**config.mk**
```make
export PLATFORM = sky130hd
export DESIGN_NAME = dtc_timer_top
export DESIGN_NICKNAME = d
export VERILOG_FILES = /design/src/hdl/dtc_pkg.sv /design/src/hdl/dtc_timer_top.sv /design/src/hdl/dtc_pin_sync.sv
export SDC_FILE = /design/constraint.sdc
export NUM_CORES = 1
export LEC_CHECK = 0
export ABC_AREA = 1
export BUFFER_PORTS_ARGS = -buffer_cell sky130_fd_sc_hd__buf_4
export CAP_MARGIN = 5
export CORE_ASPECT_RATIO = 1.2
export CORE_MARGIN = 2
export CORE_UTILIZATION = 40
export CTS_BUF_LIST = sky130_fd_sc_hd__clkbuf_8
export CTS_CLUSTER_SIZE = 30
export DETAILED_ROUTE_END_ITERATION = 16
export SLEW_MARGIN = 20
export SYNTH_ARGS = -nofsm -noshare
export SYNTH_HDL_FRONTEND = slang
export SYNTH_SLANG_ARGS = --single-unit
```
**constraint.sdc**
```tcl
create_clock -name mclk -period 2.15 [get_ports mclk]
set_input_delay 0.43 -clock mclk [delete_from_list [all_inputs] [get_ports mclk]]
set_output_delay 0.43 -clock mclk [all_outputs]
set_load 0.01 [all_outputs]
```
**src/hdl/dtc_pkg.sv**
```systemverilog
// Constants, field layouts and carrier types for the dual timer/counter
// Functional notes
// - Timer B overflow sets control bit 7; cleared when its vector is taken.
// - Timer A overflow sets control bit 5; cleared when its vector is taken.
// - Timer B counts only while run bit 6 is one.
// - Timer A counts only while run bit 4 is one; in mode 11 its high byte runs on bit 6.
// - Falling edge on interrupt pin B sets bit 3; vector clears it.
// - Falling edge on interrupt pin A sets bit 1; vector clears it.
// - Bit 2 selects pin B trigger: zero low level, one falling edge.
// - Bit 0 selects pin A trigger: zero low level, one falling edge.
// - Timer B gating bit 7: when set, also needs pin B high.
// - Timer A gating bit 3: when set, also needs pin A high.
// - Timer B source bit 6: every two clocks, or count pin falling edges.
// - Timer A source bit 2: every two clocks, or count pin falling edges.
// - Timer B mode 00: 5-bit low prescaler feeds 8-bit high counter.
// - Timer B modes: 01 sixteen bit, 10 low reload from high, 11 stopped.
// - Timer A modes: 00 prescaled 8-bit, 01 sixteen bit.
// - Timer A mode 10: low byte counts, reloads from high byte on overflow.
// - Timer A mode 11: low own counter; high uses timer B run and flag.
package dtc_pkg;

	// Register offsets
	localparam logic [7:0] OFF_TIMER_CONTROL = 8'h88;
	localparam logic [7:0] OFF_TIMER_MODE_SELECT = 8'h89;
	localparam logic [7:0] OFF_TIMER_A_COUNT_LOW = 8'h8a;
	localparam logic [7:0] OFF_TIMER_B_COUNT_LOW = 8'h8b;
	localparam logic [7:0] OFF_TIMER_A_COUNT_HIGH = 8'h8c;
	localparam logic [7:0] OFF_TIMER_B_COUNT_HIGH = 8'h8d;
	localparam logic [7:0] OFF_EVENT_STATUS = 8'ha0;
	localparam logic [7:0] OFF_EVENT_MASK = 8'ha1;

	// Reset values
	localparam logic [7:0] RST_TIMER_CONTROL = 8'h00;
	localparam logic [7:0] RST_TIMER_MODE_SELECT = 8'h00;
	localparam logic [7:0] RST_COUNT = 8'h00;
	localparam logic [3:0] RST_EVENTS = 4'h0;

	// Mode field encodings
	localparam logic [1:0] MODE_PRESCALED = 2'b00;
	localparam logic [1:0] MODE_WIDE = 2'b01;
	localparam logic [1:0] MODE_RELOAD = 2'b10;
	localparam logic [1:0] MODE_SPLIT_STOP = 2'b11;

	// Prescaler width in mode 00 and clocks per timer tick
	localparam int PRESCALE_BITS = 5;
	localparam int TICK_DIV = 2;

	// Event indices in status, mask, vector acknowledge and requests
	localparam int EV_EXT_A = 0;
	localparam int EV_TIMER_A = 1;
	localparam int EV_EXT_B = 2;
	localparam int EV_TIMER_B = 3;
	localparam int NUM_EVENTS = 4;

	// Synchronised pin indices
	localparam int PIN_EXT_A = 0;
	localparam int PIN_EXT_B = 1;
	localparam int PIN_COUNT_A = 2;
	localparam int PIN_COUNT_B = 3;
	localparam int NUM_PINS = 4;

	// Timer control register, bit 7 down to bit 0
	typedef struct packed {
		logic timer_b_overflow_flag;
		logic timer_b_run;
		logic timer_a_overflow_flag;
		logic timer_a_run;
		logic ext_irq_b_flag;
		logic ext_irq_b_trigger_sel;
		logic ext_irq_a_flag;
		logic ext_irq_a_trigger_sel;
	} dtc_control_t;

	// Timer mode select register, bit 7 down to bit 0
	typedef struct packed {
		logic timer_b_pin_gating;
		logic timer_b_source_sel;
		logic [1:0] timer_b_mode_field;
		logic timer_a_pin_gating;
		logic timer_a_source_sel;
		logic [1:0] timer_a_mode_field;
	} dtc_mode_t;

	// One timer's count pair plus its overflow
	typedef struct packed {
		logic [7:0] high;
		logic [7:0] low;
		logic ovf;
	} dtc_step_t;

endpackage

```
**src/hdl/dtc_timer_top.sv**
```systemverilog
// Dual timer/counter with external interrupt controls and event status
//
// The plain strobed port was left to the implementer.
`timescale 1ns/10ps
`default_nettype none

module dtc_timer_top (
	input wire logic mclk,
	input wire logic resetn,
	input wire logic [7:0] addr,
	input wire logic [7:0] wdata,
	input wire logic wr_stb,
	input wire logic rd_stb,
	output logic [7:0] rdata,
	input wire logic ext_irq_a_pin,
	input wire logic ext_irq_b_pin,
	input wire logic timer_a_count_pin,
	input wire logic timer_b_count_pin,
	input wire logic [3:0] vector_ack,
	output logic [3:0] int_request,
	output logic irq
);

	// Software visible state
	dtc_pkg::dtc_control_t control;
	dtc_pkg::dtc_mode_t mode_sel;
	logic [7:0] timer_a_count_low;
	logic [7:0] timer_a_count_high;
	logic [7:0] timer_b_count_low;
	logic [7:0] timer_b_count_high;
	logic [3:0] event_status;
	logic [3:0] event_mask;

	// Next values
	dtc_pkg::dtc_control_t next_control;
	logic [7:0] next_ta_low;
	logic [7:0] next_ta_high;
	logic [7:0] next_tb_low;
	logic [7:0] next_tb_high;
	logic [3:0] next_status;
	logic [3:0] next_mask;
	logic [7:0] next_rdata;
	dtc_pkg::dtc_mode_t next_mode;
	logic next_irq;

	// Pin samples and the timer tick divider
	logic [3:0] pin_level;
	logic [3:0] pin_fall;
	logic div_cnt;
	logic div_pulse;

	// Timer enables, ticks and results
	logic ta_enable;
	logic tb_enable;
	logic ta_tick;
	logic tb_tick;
	logic split_tick;
	logic split_mode;
	dtc_pkg::dtc_step_t ta_step;
	dtc_pkg::dtc_step_t tb_step;
	dtc_pkg::dtc_step_t split_step;
	logic ta_ovf;
	logic tb_ovf;
	logic [3:0] events;

	// Register bus decode
	logic wr_control;
	logic wr_mode;
	logic wr_ta_low;
	logic wr_ta_high;
	logic wr_tb_low;
	logic wr_tb_high;
	logic wr_status;
	logic wr_mask;

	// Synchronise all four pins
	dtc_pin_sync #(
		.WIDTH(dtc_pkg::NUM_PINS)
	) u_pin_sync (
		.mclk(mclk),
		.resetn(resetn),
		.pin({timer_b_count_pin, timer_a_count_pin,
			ext_irq_b_pin, ext_irq_a_pin}),
		.level(pin_level),
		.fall(pin_fall)
	);

	// One step of a counter pair in modes 00, 01 and 10
	function automatic dtc_pkg::dtc_step_t count_step(
		input logic [1:0] mode,
		input logic [7:0] low,
		input logic [7:0] high,
		input logic tick
	);
		dtc_pkg::dtc_step_t s;
		s.low = low;
		s.high = high;
		s.ovf = 1'b0;
		if (tick) begin
			case (mode)
				dtc_pkg::MODE_PRESCALED: begin
					// Low five bits prescale the high byte
					s.low[dtc_pkg::PRESCALE_BITS-1:0] =
						low[dtc_pkg::PRESCALE_BITS-1:0] + 5'h01;
					if (&low[dtc_pkg::PRESCALE_BITS-1:0]) begin
						s.high = high + 8'h01;
						s.ovf = &high;
					end
				end
				dtc_pkg::MODE_WIDE: begin
					{s.high, s.low} = {high, low} + 16'h0001;
					s.ovf = &{high, low};
				end
				dtc_pkg::MODE_RELOAD: begin
					// Reload from high byte on wrap
					s.low = (&low) ? high : low + 8'h01;
					s.ovf = &low;
				end
				default: begin
					s.low = low;
				end
			endcase
		end
		return s;
	endfunction

	// Timer tick divider, one pulse every two clocks
	assign div_pulse = div_cnt;

	always_ff @(posedge mclk) begin
		if (!resetn) begin
			div_cnt <= 1'b0;
		end else begin
			div_cnt <= ~div_cnt;
		end
	end

	// Enables: run bit, optionally gated by interrupt pin high
	assign ta_enable = control.timer_a_run &
		(~mode_sel.timer_a_pin_gating |
		pin_level[dtc_pkg::PIN_EXT_A]);
	assign tb_enable = control.timer_b_run &
		(~mode_sel.timer_b_pin_gating |
		pin_level[dtc_pkg::PIN_EXT_B]);

	// Tick source: divided clock or count pin falling edge
	assign ta_tick = ta_enable & (mode_sel.timer_a_source_sel ?
		pin_fall[dtc_pkg::PIN_COUNT_A] : div_pulse);
	assign tb_tick = tb_enable & (mode_sel.timer_b_source_sel ?
		pin_fall[dtc_pkg::PIN_COUNT_B] : div_pulse);

	// Split mode: high byte of timer A times on timer B run bit
	assign split_mode =
		(mode_sel.timer_a_mode_field == dtc_pkg::MODE_SPLIT_STOP);
	assign split_tick = split_mode & control.timer_b_run &
		div_pulse;

	// Counter steps; timer B mode 11 holds inside the function
	assign ta_step = count_step(mode_sel.timer_a_mode_field,
		timer_a_count_low, timer_a_count_high, ta_tick);
	assign tb_step = count_step(mode_sel.timer_b_mode_field,
		timer_b_count_low, timer_b_count_high, tb_tick);

	// Split mode low and high bytes as two 8-bit counters
	assign split_step.low = timer_a_count_low + {7'h00, ta_tick};
	assign split_step.high = timer_a_count_high + {7'h00, split_tick};
	assign split_step.ovf = split_tick & (&timer_a_count_high);

	// Overflow sources for the two flags
	assign ta_ovf = split_mode ? (ta_tick & (&timer_a_count_low)) :
		ta_step.ovf;
	assign tb_ovf = split_mode ? split_step.ovf : tb_step.ovf;

	// Events: interrupt pin by edge or low level, and overflows
	assign events[dtc_pkg::EV_EXT_A] = control.ext_irq_a_trigger_sel ?
		pin_fall[dtc_pkg::PIN_EXT_A] :
		~pin_level[dtc_pkg::PIN_EXT_A];
	assign events[dtc_pkg::EV_EXT_B] = control.ext_irq_b_trigger_sel ?
		pin_fall[dtc_pkg::PIN_EXT_B] :
		~pin_level[dtc_pkg::PIN_EXT_B];
	assign events[dtc_pkg::EV_TIMER_A] = ta_ovf;
	assign events[dtc_pkg::EV_TIMER_B] = tb_ovf;

	// Address decode for writes
	assign wr_control = wr_stb & (addr == dtc_pkg::OFF_TIMER_CONTROL);
	assign wr_mode = wr_stb & (addr == dtc_pkg::OFF_TIMER_MODE_SELECT);
	assign wr_ta_low = wr_stb & (addr == dtc_pkg::OFF_TIMER_A_COUNT_LOW);
	assign wr_ta_high = wr_stb & (addr == dtc_pkg::OFF_TIMER_A_COUNT_HIGH);
	assign wr_tb_low = wr_stb & (addr == dtc_pkg::OFF_TIMER_B_COUNT_LOW);
	assign wr_tb_high = wr_stb & (addr == dtc_pkg::OFF_TIMER_B_COUNT_HIGH);
	assign wr_status = wr_stb & (addr == dtc_pkg::OFF_EVENT_STATUS);
	assign wr_mask = wr_stb & (addr == dtc_pkg::OFF_EVENT_MASK);

	// Counter bytes: a software write beats the count
	assign next_ta_low = wr_ta_low ? wdata :
		(split_mode ? split_step.low : ta_step.low);
	assign next_ta_high = wr_ta_high ? wdata :
		(split_mode ? split_step.high : ta_step.high);
	assign next_tb_low = wr_tb_low ? wdata : tb_step.low;
	assign next_tb_high = wr_tb_high ? wdata : tb_step.high;

	// Control flags: write, then vector clear, then hardware set wins
	always_comb begin
		next_control = wr_control ? dtc_pkg::dtc_control_t'(wdata) : control;
		if (vector_ack[dtc_pkg::EV_EXT_A]) begin
			next_control.ext_irq_a_flag = 1'b0;
		end
		if (vector_ack[dtc_pkg::EV_TIMER_A]) begin
			next_control.timer_a_overflow_flag = 1'b0;
		end
		if (vector_ack[dtc_pkg::EV_EXT_B]) begin
			next_control.ext_irq_b_flag = 1'b0;
		end
		if (vector_ack[dtc_pkg::EV_TIMER_B]) begin
			next_control.timer_b_overflow_flag = 1'b0;
		end
		if (events[dtc_pkg::EV_EXT_A]) begin
			next_control.ext_irq_a_flag = 1'b1;
		end
		if (events[dtc_pkg::EV_TIMER_A]) begin
			next_control.timer_a_overflow_flag = 1'b1;
		end
		if (events[dtc_pkg::EV_EXT_B]) begin
			next_control.ext_irq_b_flag = 1'b1;
		end
		if (events[dtc_pkg::EV_TIMER_B]) begin
			next_control.timer_b_overflow_flag = 1'b1;
		end
	end

	// Sticky status: write one to clear, new event wins
	assign next_status = (event_status & ~(wr_status ? wdata[3:0] : 4'h0)) |
		events;
	assign next_mask = wr_mask ? wdata[3:0] : event_mask;

	// Mode register write and interrupt level from next values
	assign next_mode = wr_mode ? dtc_pkg::dtc_mode_t'(wdata) : mode_sel;
	assign next_irq = |(next_status & next_mask);

	// Read selection, zero for unmapped addresses
	always_comb begin
		case (addr)
			dtc_pkg::OFF_TIMER_CONTROL: next_rdata = control;
			dtc_pkg::OFF_TIMER_MODE_SELECT: next_rdata = mode_sel;
			dtc_pkg::OFF_TIMER_A_COUNT_LOW: next_rdata = timer_a_count_low;
			dtc_pkg::OFF_TIMER_B_COUNT_LOW: next_rdata = timer_b_count_low;
			dtc_pkg::OFF_TIMER_A_COUNT_HIGH: next_rdata = timer_a_count_high;
			dtc_pkg::OFF_TIMER_B_COUNT_HIGH: next_rdata = timer_b_count_high;
			dtc_pkg::OFF_EVENT_STATUS: next_rdata = {4'h0, event_status};
			dtc_pkg::OFF_EVENT_MASK: next_rdata = {4'h0, event_mask};
			default: next_rdata = 8'h00;
		endcase
	end

	// Flags are the requests to the core
	assign int_request = {control.timer_b_overflow_flag,
		control.ext_irq_b_flag, control.timer_a_overflow_flag,
		control.ext_irq_a_flag};

	// Control register
	always_ff @(posedge mclk) begin
		if (!resetn) begin
			control <= dtc_pkg::dtc_control_t'(dtc_pkg::RST_TIMER_CONTROL);
		end else begin
			control <= next_control;
		end
	end

	// Mode select register
	always_ff @(posedge mclk) begin
		if (!resetn) begin
			mode_sel <= dtc_pkg::dtc_mode_t'(dtc_pkg::RST_TIMER_MODE_SELECT);
		end else begin
			mode_sel <= next_mode;
		end
	end

	// Timer A low byte
	always_ff @(posedge mclk) begin
		if (!resetn) begin
			timer_a_count_low <= dtc_pkg::RST_COUNT;
		end else begin
			timer_a_count_low <= next_ta_low;
		end
	end

	// Timer A high byte
	always_ff @(posedge mclk) begin
		if (!resetn) begin
			timer_a_count_high <= dtc_pkg::RST_COUNT;
		end else begin
			timer_a_count_high <= next_ta_high;
		end
	end

	// Timer B low byte
	always_ff @(posedge mclk) begin
		if (!resetn) begin
			timer_b_count_low <= dtc_pkg::RST_COUNT;
		end else begin
			timer_b_count_low <= next_tb_low;
		end
	end

	// Timer B high byte
	always_ff @(posedge mclk) begin
		if (!resetn) begin
			timer_b_count_high <= dtc_pkg::RST_COUNT;
		end else begin
			timer_b_count_high <= next_tb_high;
		end
	end

	// Sticky event status
	always_ff @(posedge mclk) begin
		if (!resetn) begin
			event_status <= dtc_pkg::RST_EVENTS;
		end else begin
			event_status <= next_status;
		end
	end

	// Event mask
	always_ff @(posedge mclk) begin
		if (!resetn) begin
			event_mask <= dtc_pkg::RST_EVENTS;
		end else begin
			event_mask <= next_mask;
		end
	end

	// Interrupt line, rises with the status bit
	always_ff @(posedge mclk) begin
		if (!resetn) begin
			irq <= 1'b0;
		end else begin
			irq <= next_irq;
		end
	end

	// Read data, one cycle after the strobe only
	always_ff @(posedge mclk) begin
		if (!resetn) begin
			rdata <= 8'h00;
		end else begin
			rdata <= rd_stb ? next_rdata : 8'h00;
		end
	end

endmodule

`default_nettype wire

```
**src/hdl/dtc_pin_sync.sv**
```systemverilog
// Two-stage pin synchroniser with falling edge detection per pin
`timescale 1ns/10ps
`default_nettype none

module dtc_pin_sync #(
	parameter int WIDTH = 4
) (
	input wire logic mclk,
	input wire logic resetn,
	input wire logic [WIDTH-1:0] pin,
	output logic [WIDTH-1:0] level,
	output logic [WIDTH-1:0] fall
);

	genvar i;
	generate
		for (i = 0; i < WIDTH; i++) begin : g_pin
			logic meta;
			logic stable;
			logic prev;

			// Two flops, then one more sample for the edge
			always_ff @(posedge mclk) begin
				if (!resetn) begin
					meta <= 1'b1;
					stable <= 1'b1;
					prev <= 1'b1;
				end else begin
					meta <= pin[i];
					stable <= meta;
					prev <= stable;
				end
			end

			assign level[i] = stable;
			assign fall[i] = prev & ~stable; // One pulse per edge
		end
	endgenerate

endmodule

`default_nettype wire

```
### Word-level counts from Yosys, hierarchy flattened

Index checks and enable logic that the tools add are counted.

* $add $sub $neg: 10
* equality and inequality tests: 15
* muxes and demuxes: 40
* bitwise operators: 33
* reductions and logical operators: 32

Operators by type and width (count)
* two-way mux 8 bit: 11
* == test 8 bit, second input constant: 8
* case mux 8 bit (8 select lines): 1
* two-way mux 17 bit: 2
* adder 16 x 1 -> 16 bit, second input constant: 2
* adder 8 x 1 -> 8 bit, second input constant: 4
* case mux 8 bit (2 select lines): 2
* AND reduction 16 bit: 2
* AND reduction 8 bit: 4
* case mux 5 bit (3 select lines): 2
* nonzero test 3 bit: 8
* AND 1 bit: 20
* adder 8 x 1 -> 8 bit: 2
* two-way mux 1 bit: 16
* case mux 3 bit (2 select lines): 2
* nonzero test 4 bit: 3
* adder 5 x 1 -> 5 bit, second input constant: 2
* AND reduction 2 bit: 5
* AND reduction 5 bit: 2
* AND 4 bit: 2
* two-way mux 4 bit: 2
* inverter 1 bit: 7
* == test 2 bit, second input constant: 3
* case mux 1 bit (3 select lines): 2
* other kinds (11): 16

* bits in registers: 78

### Depth between registers and ports, before layout

* word-level depth: 9
* mapped depth: 15
* depth with buffers taken out: 15

### Modules after synthesis

From an unflattened synthesis, not the netlist that was laid out.

* cells, all modules: 841
* area, all modules: 5345.1 sq um

By module, submodules not included
* dtc_timer_top: instances 1, cells an instance 792, area each 4943.5 sq um, seq. area each 1321.3 sq um
* dtc_pin_sync: instances 1, cells an instance 49, area each 401.6 sq um, seq. area each 240.2 sq um

### Worst setup path after synthesis

OpenSTA, ideal clock, no wires.

* path kind: register to register
* from: register mode_sel[1] (netlist bit)
* to: register timer_a_count_high[4]
* library setup time: 0.070 ns
* data arrival time: 1.982 ns
* data required time: 2.080 ns
* slack: 0.098 ns
* cell stages (with the launch flop): 15
* clock period less this slack: 2.052 ns
* cell sequence: dfxtp_1 > ha_1 > clkbuf_1 > inv_1 > nor3_1 > ha_1 > ha_1 > nand2_1 > o21ai_0 > nand3_1 > nand2_1 > inv_1 > nand2_1 > nand2_1 > a21oi_1

* cells in the longest elaborated chain, start to end: 6
* elaborated cells between the ends (all ways): 14

RTL lines
* start: declaration: RTL line dtc_timer_top.sv:26 `dtc_pkg::dtc_mode_t mode_sel;`
* start signal: assignment: RTL line dtc_timer_top.sv:272 `mode_sel <= dtc_pkg::dtc_mode_t'(dtc_pkg::RST_TIMER_MODE_SELECT);`
* start signal: assignment: RTL line dtc_timer_top.sv:274 `mode_sel <= next_mode;`
* == test 2 bit: RTL line dtc_timer_top.sv:154 `(mode_sel.timer_a_mode_field == dtc_pkg::MODE_SPLIT_STOP);`
* AND 1 bit (2 in series): RTL line dtc_timer_top.sv:155 `assign split_tick = split_mode & control.timer_b_run &`
* adder 8 x 1 -> 8 bit: RTL line dtc_timer_top.sv:166 `assign split_step.high = timer_a_count_high + {7'h00, split_tick};`
* two-way mux 8 bit: RTL line dtc_timer_top.sv:198 `(split_mode ? split_step.high : ta_step.high);`
* two-way mux 8 bit: RTL line dtc_timer_top.sv:197 `assign next_ta_high = wr_ta_high ? wdata :`
* end signal: assignment: RTL line dtc_timer_top.sv:290 `timer_a_count_high <= dtc_pkg::RST_COUNT;`
* end signal: assignment: RTL line dtc_timer_top.sv:292 `timer_a_count_high <= next_ta_high;`
* end: declaration: RTL line dtc_timer_top.sv:28 `logic [7:0] timer_a_count_high;`

Several ways; a longest one is shown, not always the timed one. The select of a mux whose other input is x is not followed.
A chain may end at the register's enable or synchronous reset.

### Final worst setup path

* from: register control[4] (netlist bit)
* to: register timer_a_count_low[6]

* cells in the longest elaborated chain, start to end: 5
* elaborated cells between the ends (all ways): 7

RTL lines
* start: declaration: RTL line dtc_timer_top.sv:25 `dtc_pkg::dtc_control_t control;`
* start signal: assignment: RTL line dtc_timer_top.sv:263 `control <= dtc_pkg::dtc_control_t'(dtc_pkg::RST_TIMER_CONTROL);`
* start signal: assignment: RTL line dtc_timer_top.sv:265 `control <= next_control;`
* AND 1 bit *: RTL line dtc_timer_top.sv:139 `assign ta_enable = control.timer_a_run &`
* AND 1 bit *: RTL line dtc_timer_top.sv:147 `assign ta_tick = ta_enable & (mode_sel.timer_a_source_sel ?`
* adder 8 x 1 -> 8 bit: RTL line dtc_timer_top.sv:165 `assign split_step.low = timer_a_count_low + {7'h00, ta_tick};`
* two-way mux 8 bit: RTL line dtc_timer_top.sv:196 `(split_mode ? split_step.low : ta_step.low);`
* two-way mux 8 bit: RTL line dtc_timer_top.sv:195 `assign next_ta_low = wr_ta_low ? wdata :`
* end signal: assignment: RTL line dtc_timer_top.sv:281 `timer_a_count_low <= dtc_pkg::RST_COUNT;`
* end signal: assignment: RTL line dtc_timer_top.sv:283 `timer_a_count_low <= next_ta_low;`
* end: declaration: RTL line dtc_timer_top.sv:27 `logic [7:0] timer_a_count_low;`

Mark *: on every way between the ends. The rest lies on a longest branch, timed or not.

==> flow_summary_export.csv <==
group,metric,value,unit
status,status,"finished, final reports clean",
timing,min_period,1960,ps
timing,worstMarginPinSlew,506,ps
setup_path,end_kind,"flip-flop",
clock_network,cts.htree.levels,3,
cells_and_area,final_common_cell,"nand2_1",
floorplan,num_rows,45,
timing,setup_viol,0,
setup_path,reg2reg_depth,14,
clock_network,clk_pin_slew,90,ps
routing,ant_nets,0,
floorplan,initial_core_util,0.411,
place,placed_cell_area,5880,um^2
synth,netlist_area,5210,um^2
cells_and_area,fin_nets,952,
clock_network,worstSkewPairLatency,390,ps
synth,synth.avg_cell_area,6.18,um^2
synth,synth_fp_nets,889,
grt,grt_pass1_vias,5221,
synth,async_flop_share,0,
setup_path,rrSetupSlack,190,ps
floorplan,core,12700,um^2
synth,synth-edff-count,0,
grt,grt_pass1_wl,27000,um
routing,remaining_drc_errors,0,
timing,maxSlewViolCount,0,
setup_path,worstPathMaxFanout,3,
cells_and_area,antennaDiodeCount,0,
cells_and_area,drive_gt1_frac,0.141,
synth,synth.distinct_cells,40,
cells_and_area,postLayoutCoreUtil,0.482,
routing,first_pass_iters,5,
run,cap_violations,0,
setup_path,worstSetupPathType,"flip-flop to flip-flop",
clock_network,cts_buffers,9,
cells_and_area,area_growth_syn_to_layout,17.3,%
timing,fin_crit_sh,0.911,
timing,rsz0062_at_grt,"yes",
grt,antenna_found_initial,0,
routing,wl_per_cell,15.8,um
place,dp_hpwl,13200,um
place,dp_cells,1058,
hold_path,worstHoldPathCells,2,
hold_path,min_to,"u_pin_sync.g_pin[2].meta$_SDFF_PN1_",
grt,grt_usage,0.253,
setup_path,rr_startpoint,"control[4]$_SDFFE_PN0P_",
synth,ys_seq_area_frac,0.300,
power,p_leak,0.00279,uW
clock_network,cts_root_buf,"clkbuf_8",
setup_path,r2r_end,"timer_a_count_low[6]$_SDFFE_PN0P_",
cells_and_area,layout_common_cells,"224 x nand2_1, 116 x inv_1, 77 x nor2_1, 77 x dfxtp_1, 73 x buf_4",
clock_network,cts_tree,"built",
timing,hold_viol,0,
floorplan,die_x,108,um
floorplan,fp.dieArea,14000,um^2
hold_path,hp-start,"timer_a_count_pin",
synth,ys_seq_elements,78,
routing,num_vias,5610,
clock_network,clockBufferDepth,2,
floorplan,fp.dieH,129,um
routing,via_per_inst,5.22,
cells_and_area,finalInstanceArea,6110,um^2
place,pre_cts_ws,94.5,ps
timing,worst_slack,190,ps
timing,fmax,510,MHz
timing,fin_worst_skew,12.3,ps
place,place.gp.congestion,0.960,
cells_and_area,fin_cells,1075,
clock_network,hold_buffers,0,
floorplan,num_io_pins,41,
setup_path,worstSetupStartpointType,"flip-flop",
power,ir_drop,0.248,mV
timing,max-slew-margin-rel,0.663,
clock_network,cts_sinks,78,
setup_path,crit_arrival,2290,ps
grt,grt_max_degree,39,
routing,first_iter_violations,400,
routing,wl,16900,um
hold_path,worstHoldPathType,"input pin to flip-flop",
cells_and_area,fillCellCount,1361,
synth,yosysWarnings,0,
power,p_per_area,468,nW/um^2
grt,grt_overflow,0,
setup_path,cp.required,2480,ps
place,port_buffers,40,
synth,syn-instance-count,843,
synth,yosys_most_used_dff,"dfxtp_1",
synth_stat cells (3+ instances only):
cell / number / share of area
a21oi_1: 70 / 0.067
buf_2: 7 / 0.0067
buf_4: 4 / 0.0058
clkbuf_1: 10 / 0.0072
dfxtp_1: 78 / 0.30
ha_1: 18 / 0.043
inv_1: 117 / 0.084
nand2_1: 224 / 0.16
nand2_2: 4 / 0.0048
nand3_1: 64 / 0.061
nand4_1: 6 / 0.0072
nor2_1: 78 / 0.056
nor2_2: 4 / 0.0048
nor3_1: 14 / 0.013
o211ai_1: 8 / 0.012
o21ai_0: 64 / 0.061
o21ai_1: 5 / 0.0048
o21bai_1: 3 / 0.0043
o22ai_1: 22 / 0.026
or2_2: 10 / 0.012
xor2_1: 10 / 0.017
area by class of cell:
cell class	instances	area, um^2	area share
sequential	78	1560	0.256
clock inverter	7	81.3	0.0133
tap	164	205	0.0336
clock buffer	9	124	0.0203
multi-input combinational	622	3100	0.507
timing repair buffer	75	588	0.0962
inverter	120	450	0.0737
repair_timing:
action / CTS / global route
hold endpoints to repair: 0 / 0
gates resized for setup: 0 / 7
endpoints found under the setup margin: 0 / 15
buffers inserted: 0 / 1
metal layers:
layer / up-vias / track usage / share of wire
met5: - / 0 / 0
met3: 47 / 0.0387 / 0.056
met4: 0 / 0.130 / 0.046
met1: 2533 / 0.325 / 0.44
li1: 2859 / - / -
met2: 171 / 0.410 / 0.46
cells by family after synthesis:
kind of cell	count (synthesis)	synth area share
AO/OA/AOI/OAI	177	0.183
XOR/XNOR	11	0.0185
adder cells (fa/ha/maj)	18	0.0432
buffers and inverters	143	0.109
flip-flops	78	0.300
AND/OR/NAND/NOR	416	0.347
critical path, cell delays in order (launching register included):
cell      delay (ps)
dfxtp_1          320
inv_1             70
a21oi_2          160
nand3_2          130
inv_2            110
ha_1             170
ha_1             170
nand2_1           70
nor2_1           130
inv_1             70
o21ai_0          140
o211ai_1         100
nand3_1           90
nand2_1           50
a21oi_1          110
sequential cells by signal, summed over array words and instances, names as in the netlist, 8 cells and up:
register            flops
mode_sel                8
rdata                   8
timer_b_count_low       8
timer_a_count_low       8
timer_b_count_high      8
timer_a_count_high      8
how the worst max path moves through the flow:
| stage | slack (ps) | endpoint | from | cells after the start |
|---|---|---|---|---|
| final | 190 | timer_a_count_low[6]$_SDFFE_PN0P_ | control[4]$_SDFFE_PN0P_ | 14 |
| after global routing | -10 | timer_a_count_low[6]$_SDFFE_PN0P_ | u_pin_sync.g_pin[0].stable$_SDFF_PN1_ | 14 |
| after CTS | 70 | timer_a_count_low[6]$_SDFFE_PN0P_ | control[4]$_SDFFE_PN0P_ | 14 |
| after detailed placement | 90 | timer_a_count_low[6]$_SDFFE_PN0P_ | control[4]$_SDFFE_PN0P_ | 14 |
| after global placement | 100 | timer_a_count_low[6]$_SDFFE_PN0P_ | u_pin_sync.g_pin[0].stable$_SDFF_PN1_ | 14 |
| after floorplan | 100 | timer_a_count_high[4]$_SDFFE_PN0P_ | mode_sel[1]$_SDFFE_PN0P_ | 14 |
metrics by stage:
step | TNS, ps | hold WS (ps) | power (uW)
after floorplan | 0 | 392 | 1580
after global placement | 0 | 400 | 1690
after detailed placement | 0 | 401 | 1690
after CTS | 0 | 218 | 2880
after global routing | -12.6 | 214 | 2970
final | 0 | 232 | 2860
where the power goes:
part / internal (uW) / switching [uW]
clock: 555 / 650
sequential: 1460 / 6.51
combinational: 67.4 / 121
total: 2080 / 777
Note: power is estimated with default switching activity, not from simulation.
